## src/rcs_pkg.sv

```systemverilog
package rcs_pkg;

	// ==========================================
	// Timing
	localparam int CLK_HZ = 50_000_000;
	localparam int OSC_HZ = 32768;
	localparam int OSC_DIV = CLK_HZ / OSC_HZ;
	localparam int DIV_STAGES = 15;
	localparam int UIP_LEAD_US = 244;
	localparam int UIP_LEAD_TICKS = (UIP_LEAD_US * OSC_HZ + 999_999) / 1_000_000;
	localparam int RESTART_MS = 500;
	localparam int RESTART_TICKS = RESTART_MS * OSC_HZ / 1000;
	localparam logic [14:0] CHAIN_UIP_START = 15'((2 ** DIV_STAGES) - UIP_LEAD_TICKS);
	localparam logic [14:0] CHAIN_RESTART = 15'((2 ** DIV_STAGES) - RESTART_TICKS);

	// ==========================================
	// Register offsets
	localparam logic [7:0] OFF_RATE_OSC = 8'h00;
	localparam logic [7:0] OFF_IRQ_FMT = 8'h04;
	localparam logic [7:0] OFF_FLAGS = 8'h08;
	localparam logic [7:0] OFF_BATTERY = 8'h0C;
	localparam logic [7:0] OFF_TIME_BASE = 8'h10;
	localparam logic [7:0] OFF_TIME_END = 8'h34;

	// Time byte indices
	localparam int TI_SEC = 0;
	localparam int TI_SEC_AL = 1;
	localparam int TI_MIN = 2;
	localparam int TI_MIN_AL = 3;
	localparam int TI_HOUR = 4;
	localparam int TI_HOUR_AL = 5;
	localparam int TI_WDAY = 6;
	localparam int TI_DATE = 7;
	localparam int TI_MONTH = 8;
	localparam int TIME_ENTRIES = 9;

	// ==========================================
	// Field positions
	localparam int A_UIP = 7;
	localparam int A_OSC_LSB = 4;
	localparam int A_RATE_LSB = 0;
	localparam int B_FREEZE = 7;
	localparam int B_PIE = 6;
	localparam int B_AIE = 5;
	localparam int B_UIE = 4;
	localparam int B_SQUARE_WAVE_ENABLE = 3;
	localparam int B_BIN = 2;
	localparam int B_HR24 = 1;
	localparam int B_DST = 0;
	localparam int C_INTERRUPT_PENDING_FLAG = 7;
	localparam int C_FLAG_LSB = 4;
	localparam int D_BATT = 7;

	// ==========================================
	// Patterns and reset values
	localparam logic [2:0] OSC_RUN = 3'b010;
	localparam logic [1:0] OSC_HOLD_HI = 2'b11;
	localparam logic [3:0] RATE_RST = 4'h0;
	localparam logic [2:0] OSC_RST = 3'b000;
	localparam logic [7:0] TIME_RST = 8'h00;

	typedef struct packed {
		logic sec_tick;
		logic uip_window;
		logic tap_edge;
		logic tap_level;
	} rcs_div_status_type;

endpackage

```

## src/rcs_divider.sv

```systemverilog
`timescale 1ns/1ns
`default_nettype none
module rcs_divider #(
	parameter int OSC_DIV = rcs_pkg::OSC_DIV
) (
	input wire logic pclk,
	input wire logic por_n,
	input wire logic ce,
	input wire logic osc_run,
	input wire logic chain_hold,
	input wire logic restart,
	input wire logic [3:0] rate_sel,
	output rcs_pkg::rcs_div_status_type status
);

	logic [15:0] pre_reg;
	logic [14:0] chain_reg;
	logic [14:0] chain_inc;
	logic osc_tick;
	logic [3:0] tap_idx;
	logic tap_valid;
	logic advance;

	if (OSC_DIV < 2 || OSC_DIV > 65535) begin : g_bad_div
		$error("OSC_DIV out of range");
	end

	// ==========================================
	// Prescaler to the oscillator rate
	assign osc_tick = osc_run && (pre_reg == 16'(OSC_DIV - 1));
	assign advance = osc_tick && !chain_hold && !restart;

	always_ff @(posedge pclk or negedge por_n) begin
		if (!por_n) begin
			pre_reg <= 16'h0000;
		end else if (ce) begin
			if (!osc_run || osc_tick) begin
				pre_reg <= 16'h0000;
			end else begin
				pre_reg <= pre_reg + 16'h0001;
			end
		end
	end

	// ==========================================
	// Up-counting chain
	assign chain_inc = chain_reg + 15'h0001;

	always_ff @(posedge pclk or negedge por_n) begin
		if (!por_n) begin
			chain_reg <= 15'h0000;
		end else if (ce) begin
			if (restart) begin
				// Run pattern written over a held chain still loads it
				chain_reg <= rcs_pkg::CHAIN_RESTART;
			end else if (chain_hold) begin
				chain_reg <= 15'h0000;
			end else if (osc_tick) begin
				chain_reg <= chain_inc;
			end
		end
	end

	// ==========================================
	// Tap selection
	always_comb begin
		tap_valid = (rate_sel != 4'h0);
		case (rate_sel)
			4'h1: tap_idx = 4'h6;
			4'h2: tap_idx = 4'h7;
			default: tap_idx = rate_sel - 4'h2;
		endcase
	end

	always_comb begin
		status.sec_tick = advance && (&chain_reg);
		status.uip_window = (chain_reg >= rcs_pkg::CHAIN_UIP_START);
		status.tap_level = tap_valid && chain_reg[tap_idx];
		status.tap_edge = advance && tap_valid && !chain_reg[tap_idx] && chain_inc[tap_idx];
	end

endmodule // rcs_divider
`default_nettype wire

```

## src/rcs_top.sv

```systemverilog
`timescale 1ns/1ns
`default_nettype none
module rcs_top #(
	parameter int OSC_DIV = rcs_pkg::OSC_DIV
) (
	input wire logic pclk,
	input wire logic presetn,
	input wire logic por_n,
	input wire logic ce,
	input wire logic psel,
	input wire logic penable,
	input wire logic pwrite,
	input wire logic [7:0] paddr,
	input wire logic [31:0] pwdata,
	output logic [31:0] prdata,
	output logic pready,
	output logic pslverr,
	input wire logic battery_good_in,
	output logic irq_n,
	output logic square_wave_out
);

	// ==========================================
	// Declarations
	logic pin_rst_n;
	logic [3:0] rate_sel_reg;
	logic [2:0] osc_ctrl_reg;
	logic freeze_reg;
	logic periodic_irq_enable_reg;
	logic alarm_irq_enable_reg;
	logic update_done_irq_enable_reg;
	logic square_wave_enable_reg;
	logic binary_format_select_reg;
	logic hour_24_reg;
	logic summer_time_enable_reg;
	logic [2:0] flags_reg;
	logic [2:0] pend_reg;
	logic [7:0] time_reg [0:rcs_pkg::TIME_ENTRIES-1];
	logic fall_done_reg;
	logic [2:0] batt_sync_reg;
	logic battery_good_flag_reg;
	logic [31:0] prdata_reg;
	logic acc_ok_reg;
	logic sqw_reg;
	rcs_pkg::rcs_div_status_type div_status;
	logic osc_run;
	logic chain_hold;
	logic restart;
	logic update_pending_flag;
	logic interrupt_pending_flag;
	logic [2:0] events;
	logic xfer_done;
	logic wr_en;
	logic rd_flags;
	logic hit;
	logic time_hit;
	logic [7:0] time_off;
	logic [3:0] time_idx;
	logic [7:0] rd_val;
	logic transfer;
	logic [7:0] sec_next;
	logic [7:0] min_next;
	logic [7:0] hour_next;
	logic fall_hit;
	logic fall_day;
	logic alarm_match;

	assign pin_rst_n = presetn && por_n;

	// ==========================================
	// Divider chain and oscillator control
	assign osc_run = (osc_ctrl_reg == rcs_pkg::OSC_RUN) || (osc_ctrl_reg[2:1] == rcs_pkg::OSC_HOLD_HI);
	assign chain_hold = (osc_ctrl_reg[2:1] == rcs_pkg::OSC_HOLD_HI);
	assign restart = wr_en && (paddr == rcs_pkg::OFF_RATE_OSC)
		&& (pwdata[rcs_pkg::A_OSC_LSB +: 3] == rcs_pkg::OSC_RUN)
		&& (osc_ctrl_reg != rcs_pkg::OSC_RUN);

	rcs_divider #(
		.OSC_DIV(OSC_DIV)
	) u_divider (
		.pclk(pclk),
		.por_n(por_n),
		.ce(ce),
		.osc_run(osc_run),
		.chain_hold(chain_hold),
		.restart(restart),
		.rate_sel(rate_sel_reg),
		.status(div_status)
	);

	// Combinational flag, so the reset pin cannot touch it
	assign update_pending_flag = div_status.uip_window && !freeze_reg && osc_run && !chain_hold;
	assign transfer = div_status.sec_tick && !freeze_reg;

	// ==========================================
	// APB slave
	assign time_off = paddr - rcs_pkg::OFF_TIME_BASE;
	assign time_idx = time_off[5:2];
	assign time_hit = (paddr >= rcs_pkg::OFF_TIME_BASE) && (paddr < rcs_pkg::OFF_TIME_END)
		&& (paddr[1:0] == 2'b00);
	assign pready = psel && penable && ce && acc_ok_reg;
	assign xfer_done = pready;
	assign pslverr = pready && !hit;
	assign wr_en = xfer_done && pwrite && hit;
	assign rd_flags = psel && !pwrite && (paddr == rcs_pkg::OFF_FLAGS);
	assign prdata = prdata_reg;

	always_comb begin
		hit = 1'b1;
		rd_val = 8'h00;
		case (paddr)
			rcs_pkg::OFF_RATE_OSC: begin
				rd_val = {update_pending_flag, osc_ctrl_reg, rate_sel_reg};
			end
			rcs_pkg::OFF_IRQ_FMT: begin
				rd_val = {freeze_reg, periodic_irq_enable_reg, alarm_irq_enable_reg,
					update_done_irq_enable_reg, square_wave_enable_reg,
					binary_format_select_reg, hour_24_reg, summer_time_enable_reg};
			end
			rcs_pkg::OFF_FLAGS: begin
				rd_val = {interrupt_pending_flag, flags_reg, 4'h0};
			end
			rcs_pkg::OFF_BATTERY: begin
				rd_val = {battery_good_flag_reg, 7'h00};
			end
			default: begin
				if (time_hit) begin
					rd_val = time_reg[time_idx];
				end else begin
					hit = 1'b0;
				end
			end
		endcase
	end

	// Read data captured once per transfer and held to its end
	always_ff @(posedge pclk or negedge presetn) begin
		if (!presetn) begin
			prdata_reg <= 32'h0000_0000;
			acc_ok_reg <= 1'b0;
		end else if (ce) begin
			if (psel && !acc_ok_reg) begin
				prdata_reg <= {24'h00_0000, rd_val};
				acc_ok_reg <= 1'b1;
			end else if (xfer_done) begin
				acc_ok_reg <= 1'b0;
			end
		end
	end

	// ==========================================
	// Rate and oscillator control
	always_ff @(posedge pclk or negedge por_n) begin
		if (!por_n) begin
			rate_sel_reg <= rcs_pkg::RATE_RST;
			osc_ctrl_reg <= rcs_pkg::OSC_RST;
		end else if (ce) begin
			if (wr_en && (paddr == rcs_pkg::OFF_RATE_OSC)) begin
				rate_sel_reg <= pwdata[rcs_pkg::A_RATE_LSB +: 4];
				osc_ctrl_reg <= pwdata[rcs_pkg::A_OSC_LSB +: 3];
			end
		end
	end

	// ==========================================
	// Format and freeze bits, kept over the reset pin
	always_ff @(posedge pclk or negedge por_n) begin
		if (!por_n) begin
			freeze_reg <= 1'b0;
			binary_format_select_reg <= 1'b0;
			hour_24_reg <= 1'b0;
			summer_time_enable_reg <= 1'b0;
		end else if (ce) begin
			if (wr_en && (paddr == rcs_pkg::OFF_IRQ_FMT)) begin
				freeze_reg <= pwdata[rcs_pkg::B_FREEZE];
				binary_format_select_reg <= pwdata[rcs_pkg::B_BIN];
				hour_24_reg <= pwdata[rcs_pkg::B_HR24];
				summer_time_enable_reg <= pwdata[rcs_pkg::B_DST];
			end
		end
	end

	// ==========================================
	// Enables cleared by the reset pin
	always_ff @(posedge pclk or negedge pin_rst_n) begin
		if (!pin_rst_n) begin
			periodic_irq_enable_reg <= 1'b0;
			alarm_irq_enable_reg <= 1'b0;
			update_done_irq_enable_reg <= 1'b0;
			square_wave_enable_reg <= 1'b0;
		end else if (ce) begin
			if (wr_en && (paddr == rcs_pkg::OFF_IRQ_FMT)) begin
				periodic_irq_enable_reg <= pwdata[rcs_pkg::B_PIE];
				alarm_irq_enable_reg <= pwdata[rcs_pkg::B_AIE];
				update_done_irq_enable_reg <= pwdata[rcs_pkg::B_UIE] && !pwdata[rcs_pkg::B_FREEZE];
				square_wave_enable_reg <= pwdata[rcs_pkg::B_SQUARE_WAVE_ENABLE];
			end
		end
	end

	// ==========================================
	// Square-wave output
	always_ff @(posedge pclk or negedge pin_rst_n) begin
		if (!pin_rst_n) begin
			sqw_reg <= 1'b0;
		end else if (ce) begin
			sqw_reg <= square_wave_enable_reg && div_status.tap_level;
		end
	end

	assign square_wave_out = sqw_reg;

	// ==========================================
	// Time advance with summer-time steps
	function automatic logic [8:0] bump(input logic [7:0] v, input logic [7:0] top,
		input logic [7:0] low, input logic bcd);
		if (v == top) begin
			bump = {1'b1, low};
		end else if (bcd && (v[3:0] == 4'h9)) begin
			bump = {1'b0, v[7:4] + 4'h1, 4'h0};
		end else begin
			bump = {1'b0, v + 8'h01};
		end
	endfunction

	always_comb begin
		logic bcd;
		logic [7:0] m59;
		logic [7:0] twelve;
		logic [8:0] s_b;
		logic [8:0] m_b;
		logic [8:0] h_b;
		logic at_159;
		logic dst_day;
		h_b = 9'h000;
		bcd = !binary_format_select_reg;
		m59 = bcd ? 8'h59 : 8'h3B;
		twelve = bcd ? 8'h12 : 8'h0C;
		s_b = bump(time_reg[rcs_pkg::TI_SEC], m59, 8'h00, bcd);
		m_b = bump(time_reg[rcs_pkg::TI_MIN], m59, 8'h00, bcd);
		if (hour_24_reg) begin
			h_b = bump(time_reg[rcs_pkg::TI_HOUR], bcd ? 8'h23 : 8'h17, 8'h00, bcd);
		end else begin
			h_b = bump({1'b0, time_reg[rcs_pkg::TI_HOUR][6:0]}, twelve, 8'h01, bcd);
			h_b[7] = time_reg[rcs_pkg::TI_HOUR][7] ^ (h_b[7:0] == twelve);
		end
		sec_next = s_b[7:0];
		min_next = s_b[8] ? m_b[7:0] : time_reg[rcs_pkg::TI_MIN];
		hour_next = (s_b[8] && m_b[8]) ? h_b[7:0] : time_reg[rcs_pkg::TI_HOUR];
		at_159 = (time_reg[rcs_pkg::TI_HOUR] == 8'h01) && (time_reg[rcs_pkg::TI_MIN] == m59)
			&& (time_reg[rcs_pkg::TI_SEC] == m59);
		dst_day = summer_time_enable_reg && (time_reg[rcs_pkg::TI_WDAY] == 8'h01);
		fall_day = dst_day && (time_reg[rcs_pkg::TI_MONTH] == (bcd ? 8'h10 : 8'h0A))
			&& (time_reg[rcs_pkg::TI_DATE] >= (bcd ? 8'h25 : 8'h19));
		fall_hit = 1'b0;
		if (at_159 && dst_day && (time_reg[rcs_pkg::TI_MONTH] == 8'h04)
			&& (time_reg[rcs_pkg::TI_DATE] <= 8'h07)) begin
			hour_next = 8'h03;
			min_next = 8'h00;
			sec_next = 8'h00;
		end else if (at_159 && fall_day && !fall_done_reg) begin
			hour_next = 8'h01;
			min_next = 8'h00;
			sec_next = 8'h00;
			fall_hit = 1'b1;
		end
	end

	// Alarm compared against the time being transferred
	always_comb begin
		alarm_match = 1'b1;
		for (int k = 0; k < 3; k++) begin
			logic [7:0] al;
			logic [7:0] cur;
			al = time_reg[2 * k + 1];
			cur = (k == 0) ? sec_next : ((k == 1) ? min_next : hour_next);
			if ((al[7:6] != 2'b11) && (al != cur)) begin
				alarm_match = 1'b0;
			end
		end
	end

	always_ff @(posedge pclk or negedge por_n) begin
		if (!por_n) begin
			for (int i = 0; i < rcs_pkg::TIME_ENTRIES; i++) begin
				time_reg[i] <= rcs_pkg::TIME_RST;
			end
			fall_done_reg <= 1'b0;
		end else if (ce) begin
			if (transfer) begin
				time_reg[rcs_pkg::TI_SEC] <= sec_next;
				time_reg[rcs_pkg::TI_MIN] <= min_next;
				time_reg[rcs_pkg::TI_HOUR] <= hour_next;
				if (fall_hit) begin
					fall_done_reg <= 1'b1;
				end else if (!fall_day) begin
					fall_done_reg <= 1'b0;
				end
			end
			if (wr_en && time_hit) begin
				time_reg[time_idx] <= pwdata[7:0];
			end
		end
	end

	// ==========================================
	// Interrupt flags
	assign events = {div_status.tap_edge, transfer && alarm_match, div_status.sec_tick};

	always_ff @(posedge pclk or negedge pin_rst_n) begin
		if (!pin_rst_n) begin
			flags_reg <= 3'b000;
			pend_reg <= 3'b000;
		end else if (ce) begin
			if (rd_flags && xfer_done) begin
				flags_reg <= pend_reg | events;
				pend_reg <= 3'b000;
			end else if (rd_flags) begin
				pend_reg <= pend_reg | events;
			end else begin
				flags_reg <= flags_reg | pend_reg | events;
				pend_reg <= 3'b000;
			end
		end
	end

	assign interrupt_pending_flag = |(flags_reg & {periodic_irq_enable_reg,
		alarm_irq_enable_reg, update_done_irq_enable_reg});
	assign irq_n = !interrupt_pending_flag;

	// ==========================================
	// Battery-good input, filtered
	always_ff @(posedge pclk or negedge por_n) begin
		if (!por_n) begin
			batt_sync_reg <= 3'b000;
			battery_good_flag_reg <= 1'b0;
		end else if (ce) begin
			batt_sync_reg <= {batt_sync_reg[1:0], battery_good_in};
			if (batt_sync_reg[1] == batt_sync_reg[2]) begin
				battery_good_flag_reg <= batt_sync_reg[2];
			end
		end
	end

endmodule // rcs_top
`default_nettype wire

```

## config.mk

```make
export PLATFORM = sky130hd
export DESIGN_NAME = rcs_top
export DESIGN_NICKNAME = d
export VERILOG_FILES = /design/src/rcs_pkg.sv /design/src/rcs_divider.sv /design/src/rcs_top.sv
export SDC_FILE = /design/constraint.sdc
export NUM_CORES = 1
export LEC_CHECK = 0
export ABC_AREA = 1
export BUFFER_PORTS_ARGS = -buffer_cell sky130_fd_sc_hd__buf_2
export CORE_UTILIZATION = 40
export CTS_BUF_LIST = sky130_fd_sc_hd__clkbuf_4 sky130_fd_sc_hd__clkbuf_8
export DETAILED_ROUTE_END_ITERATION = 7
export GPL_TIMING_DRIVEN = 0
export PLACE_DENSITY = 0.6
export SLEW_MARGIN = 20
export SYNTH_ARGS = -nofsm -noshare
export SYNTH_HDL_FRONTEND = slang
export SYNTH_HIERARCHICAL = 1
export SYNTH_SLANG_ARGS = --single-unit
```

## constraint.sdc

```tcl
create_clock -name pclk -period 7.75 [get_ports pclk]
set_clock_uncertainty 0.2 [all_clocks]
set_input_delay 0.3875 -clock pclk [delete_from_list [all_inputs] [get_ports pclk]]
set_output_delay 0.3875 -clock pclk [all_outputs]
set_load 0.01 [all_outputs]
```

After elaboration in Yosys (flattened, before gate mapping) --
Index checks and enable logic that the tools add are counted.
Cells by class: equality and inequality tests 31, $add $sub $neg 12, muxes and demuxes 62, reduce and logical (&&, ||, !) cells 82, $lt $le $gt $ge 8, bitwise gates (word level) 6
Operators with widths (count):
- 8-bit 2-to-1 mux | 26
- 72-bit bitwise mux | 1
- 72-bit 2-to-1 mux | 1
- 1-bit logical AND | 51
- 15-bit 2-to-1 mux | 3
- 8-bit binary-select mux with 4-bit select | 1
- 8-bit demux with 4-bit select | 1
- 8-bit one-hot mux with 4 select lines | 1
- 8-bit by 1-bit adder with 8-bit output, second input constant | 3
- 8-bit inequality test | 3
- 9-bit 2-to-1 mux | 2
- 16-bit by 1-bit adder with 16-bit output, second input constant | 1
- 16-bit by 11-bit equality test with 1-bit output, second input constant | 1
- 8-bit by 1-bit equality test with 1-bit output, second input constant | 2
- 8-bit by 3-bit equality test with 1-bit output, second input constant | 2
- 8-bit by 4-bit equality test with 1-bit output, second input constant | 2
- 8-bit by 5-bit equality test with 1-bit output | 2
- 8-bit by 7-bit equality test with 1-bit output | 2
- 16-bit 2-to-1 mux | 1
- 2-bit AND reduction | 8
- 15-bit by 1-bit adder with 15-bit output, second input constant | 1
- 15-bit greater-or-equal comparator, second input constant | 1
- 15-bit AND reduction | 1
- 1-bit 2-to-1 mux | 13
- other kinds (43) | 71
Word-level totals: word-level logic and storage cells 230, register bits 139, input bits 48, output and inout bits 36

Depth between registers and ports, before layout --
depth in word-level cells 18, gate-level depth with buffers 23

Cells and area by module --
Netlist, hierarchy kept.
By module, submodules not included:
- rcs_top | times used 1, cells each 1069, area an instance 7424.6 sq um
- rcs_divider | times used 1, cells each 351, area an instance 2373.5 sq um

Worst setup path before layout --
No wires, ideal clock.
path type input to register, start point in paddr[4], end point reg time_reg[48] (netlist name), stages 18, slack 4.381 ns, library setup time 0.134 ns, data arrival time 3.035 ns, buffers on the path 2, required time 7.416 ns, path through clkbuf_1 -> clkinv_1 -> ha_1 -> inv_1 -> nor2_1 -> inv_1 -> nor2_1 -> inv_1 -> nor3_1 -> nor2_1 -> nand3_4 -> nor4_1 -> nand2_1 -> clkbuf_1 -> a21oi_1 -> o21ai_0 -> o211ai_1 -> o21ai_0
RTL lines:
- start, declared | RTL line rcs_top.sv:13 | input wire logic [7:0] paddr,
- end signal, assigned by index | RTL line rcs_top.sv:286 | time_reg[i] <= rcs_pkg::TIME_RST;
- end signal, assigned by index | RTL line rcs_top.sv:291 | time_reg[rcs_pkg::TI_SEC] <= sec_next;
- end signal, assigned by index | RTL line rcs_top.sv:292 | time_reg[rcs_pkg::TI_MIN] <= min_next;
- end, declared | RTL line rcs_top.sv:38 | logic [7:0] time_reg [0:rcs_pkg::TIME_ENTRIES-1];

==> metrics.md <==
| Metric | Value |
|---|---|
| Outcome | `finished clean` |
| Total Wirelength | `33.1 mm` |
| HP Class | `in -> reg` |
| Mapped Cells | `1420` |
| Ys async rst share | `1.00` |
| Total Routing Usage GR | `0.271` |
| R2r worst-path depth | `22` |
| Share of the synthesized area in the top cell type | `0.355` |
| Slew Limit Fails | `0` |
| Ys Warns | `6` |
| Total power | `1.84 mW` |
| Multi-input logic area | `0.00541 mm2` |
| Fmax achieved | `237 MHz` |
| CTS tree | `yes` |
| Setup TNS | `0 ns` |
| Number of fill cells | `~2400` |
| Initial Util | `0.413` |
| Peak supply drop | `0.0837 mV` |
| First-pass GRT wire length | `51.2 mm` |
| Worst path slowest cell | `nor4_1` |
| Setup Fix Bufs, Post-CTS | `0` |
| Reg area | `around 0.0035 mm2` |
| H-tree depth | `4` |
| Wire per inst | `18.1 um` |
| CP startpoint kind | `input port` |
| Max-Slew Margin vs Limit | `0.528` |
| Tmin final | `4.22 ns` |
| Synth Cell Area | `0.00980 mm2` |
| Final hold violations | `0` |
| Highest metal used | `met4` |
| Core box area | `approximately 0.024 mm2` |
| Final Core Density | `0.460` |
| CTS max path bufs | `2` |
| Resize count post-CTS | `0` |
| CP max stage delay | `between 0.4 and 0.5 ns` |
| Unrepaired setup endpoints after global routing | `no` |
| Clk Latency, worst-skew pair | `0.47 ns` |
| Initial antenna violation count | `0` |
| IO Count | `84` |
| CTS sink cnt | `between 100 and 150` |
| Num rows | `56` |
| Vias in the first global route | `9274` |
| Number of synthesized flops with an enable pin | `0` |
| Fin nets | `1573` |
| Non-filler cells, final | `1833` |
| CP Capture Type | `register` |
| Initial DRT Pass Iterations | `5` |
| Routed met3 length | `2.17 mm` |
| Area Overhead vs Synth | `11.5%` |
| Crit-path cells | `buf_2, clkbuf_1, clkinv_1, ha_1, inv_1, nor2_1, inv_1, nor2_1, inv_1, nor3_1, nor2_1, nand3_4, nor4_1, nand2_1, clkbuf_1, a21oi_1, o21ai_0, o211ai_1, o21ai_0` |
| Dominant synthesized flop cell | `dfrtp_1` |
| Residual DRC | `0` |
| Dpl hpwl | `24.7 mm` |
| PortBufs | `34` |
| Register area share after synthesis | `0.355` |
| Hold path cells | `3` |
| Width of the die | `159 um` |
| Met1 wire length | `14.5 mm` |
| Critical path data arrival time | `4.33 ns` |
| Max_cap viols | `0` |
| Synthesized area per cell | `6.90 um2` |
| Final number of setup-violating endpoints | `0` |
| Clk root buf | `clkbuf_8` |
| Fin crit share | `0.545` |
| Cells after DPL | `1797` |
| Ant. Diodes | `0` |
| Die H | `159 um` |
| Final Wtd Congestion | `0.965` |
| Remaining Overflow, GRT | `0` |
| Via count | `9992` |
| Fraction of layout cells with a size suffix above 1 | `0.105` |
| CTS buffer count | `17` |
| DR iter-0 viols | `~770` |
| Largest cells by area after synthesis | `dfrtp_1 35%, nand2_1 14%, o21ai_0 7.9%` |
| Cell variety after synth | `55` |
| Synth Register Bits | `between 100 and 150` |
| Number of vias per cell | `5.45` |
| Tightest Pin Transition | `0.700 ns` |
| Clk slew on worst S/H paths | `0.09 ns` |
| DR WL met2 | `~15 mm` |
| Largest net degree at the start of global routing | `between 80 and 90` |
| Worst endpoint required time | `7.86 ns` |
| Leakage | `5.12 nW` |
| Power per cell area | `168 mW/mm2` |
| Synth area leader | `dfrtp_1` |
| Critical path class | `in -> reg` |
| Routed Antenna Nets | `0` |
| Max FO, Critical Path | `10` |
| R2R Setup Slk | `about 4.1 ns` |
| Die area | `0.0251 mm2` |
| Worst hold slack | `roughly 0.078 ns` |
-- final timing paths --
kind,to,start
max,time_reg[48],paddr[4]
min,time_reg[55],pwdata[7]
max reg2reg,flags_reg[1],binary_format_select_reg
min reg2reg,battery_good_flag_reg,batt_sync_reg[2]
max in group asynchronous,update_done_irq_enable_reg,por_n
min in group asynchronous,prdata[2],presetn
-- area by class of cell --
cell class	instances	area share
Inverter	158	0.0543
Sequential cell	139	0.318
Tap cell	319	0.0365
Timing Repair Buffer	39	0.0227
Clock inverter	11	0.0109
Clock buffer	21	0.0253
Buffer	66	0.0366
Multi-Input combinational cell	1080	0.495
-- synth_stat cells, types with 5 or more instances --
master / n
o31ai_1: 5
buf_6: 6
nor2_1: 127
inv_1: 146
buf_4: 26
xor2_1: 11
o22ai_1: 35
nand2_2: 5
o211ai_1: 18
a21oi_1: 56
nand4_1: 27
dfrtp_1: 139
nand3b_1: 6
nor2_2: 9
o21ai_0: 155
xnor2_1: 6
nand2_1: 364
o311ai_0: 8
buf_2: 8
inv_2: 9
o21ai_2: 10
nand3_1: 133
clkbuf_1: 24
nor3_1: 11
ha_1: 24
-- cell families after synthesis --
family,synth area share
buffers and inverters,0.101
other,0.000383
AOI/OAI and AO/OA,0.181
and+or+nand+nor,0.316
DFF,0.355
xor gates and xnor gates,0.0152
adders and majority gates,0.0306
-- cell usage in the layout (no fill, tap or decap), types with 27 or more instances in the layout --
cell type and n:
nand3_1 133, buf_2 41, dfrtp_1 139, a21oi_1 56
nor2_1 127, inv_1 146, nand2_1 364, o21ai_0 155
o22ai_1 35, nand4_1 27
-- metrics by stage --
step,instance area (um2),setup WS [ns]
floorplan,9880,4.38
global placement,10500,3.21
CTS,10900,3.64
global route,10900,3.26
finish,10900,3.53
detailed placement,10500,3.16
-- critical path: cells and delay by family --
family                   cells  cell delay [ns]
AO/OA/AOI/OAI                4             0.51
buffers and inverters        7             1.52
adder cells (fa/ha/maj)      1             0.33
AND/OR/NAND/NOR              7             1.57
-- routing by layer --
layer  vias to the layer above  track usage
li1                       4875            -
met4                         0        0.105
met1                      4673        0.356
met3                        71       0.0514
met5                         -            0
met2                       373        0.440
-- repair_timing --
| action | 4_1_cts | 5_1_grt |
|---|---|---|
| setup endpoints to repair | 0 | 0 |
| hold buffers | 4 | 0 |
| endpoints found under the hold margin | 86 | 0 |
-- where the power goes --
| part | leakage, nW | internal, mW | switching (mW) |
|---|---|---|---|
| combinational | 3.05 | 0.138 | 0.266 |
| sequential | 1.86 | 0.763 | 0.0526 |
| clock | 0.207 | 0.309 | 0.308 |
| total | 5.12 | 1.21 | 0.627 |
(Power assumes the default switching activity.)
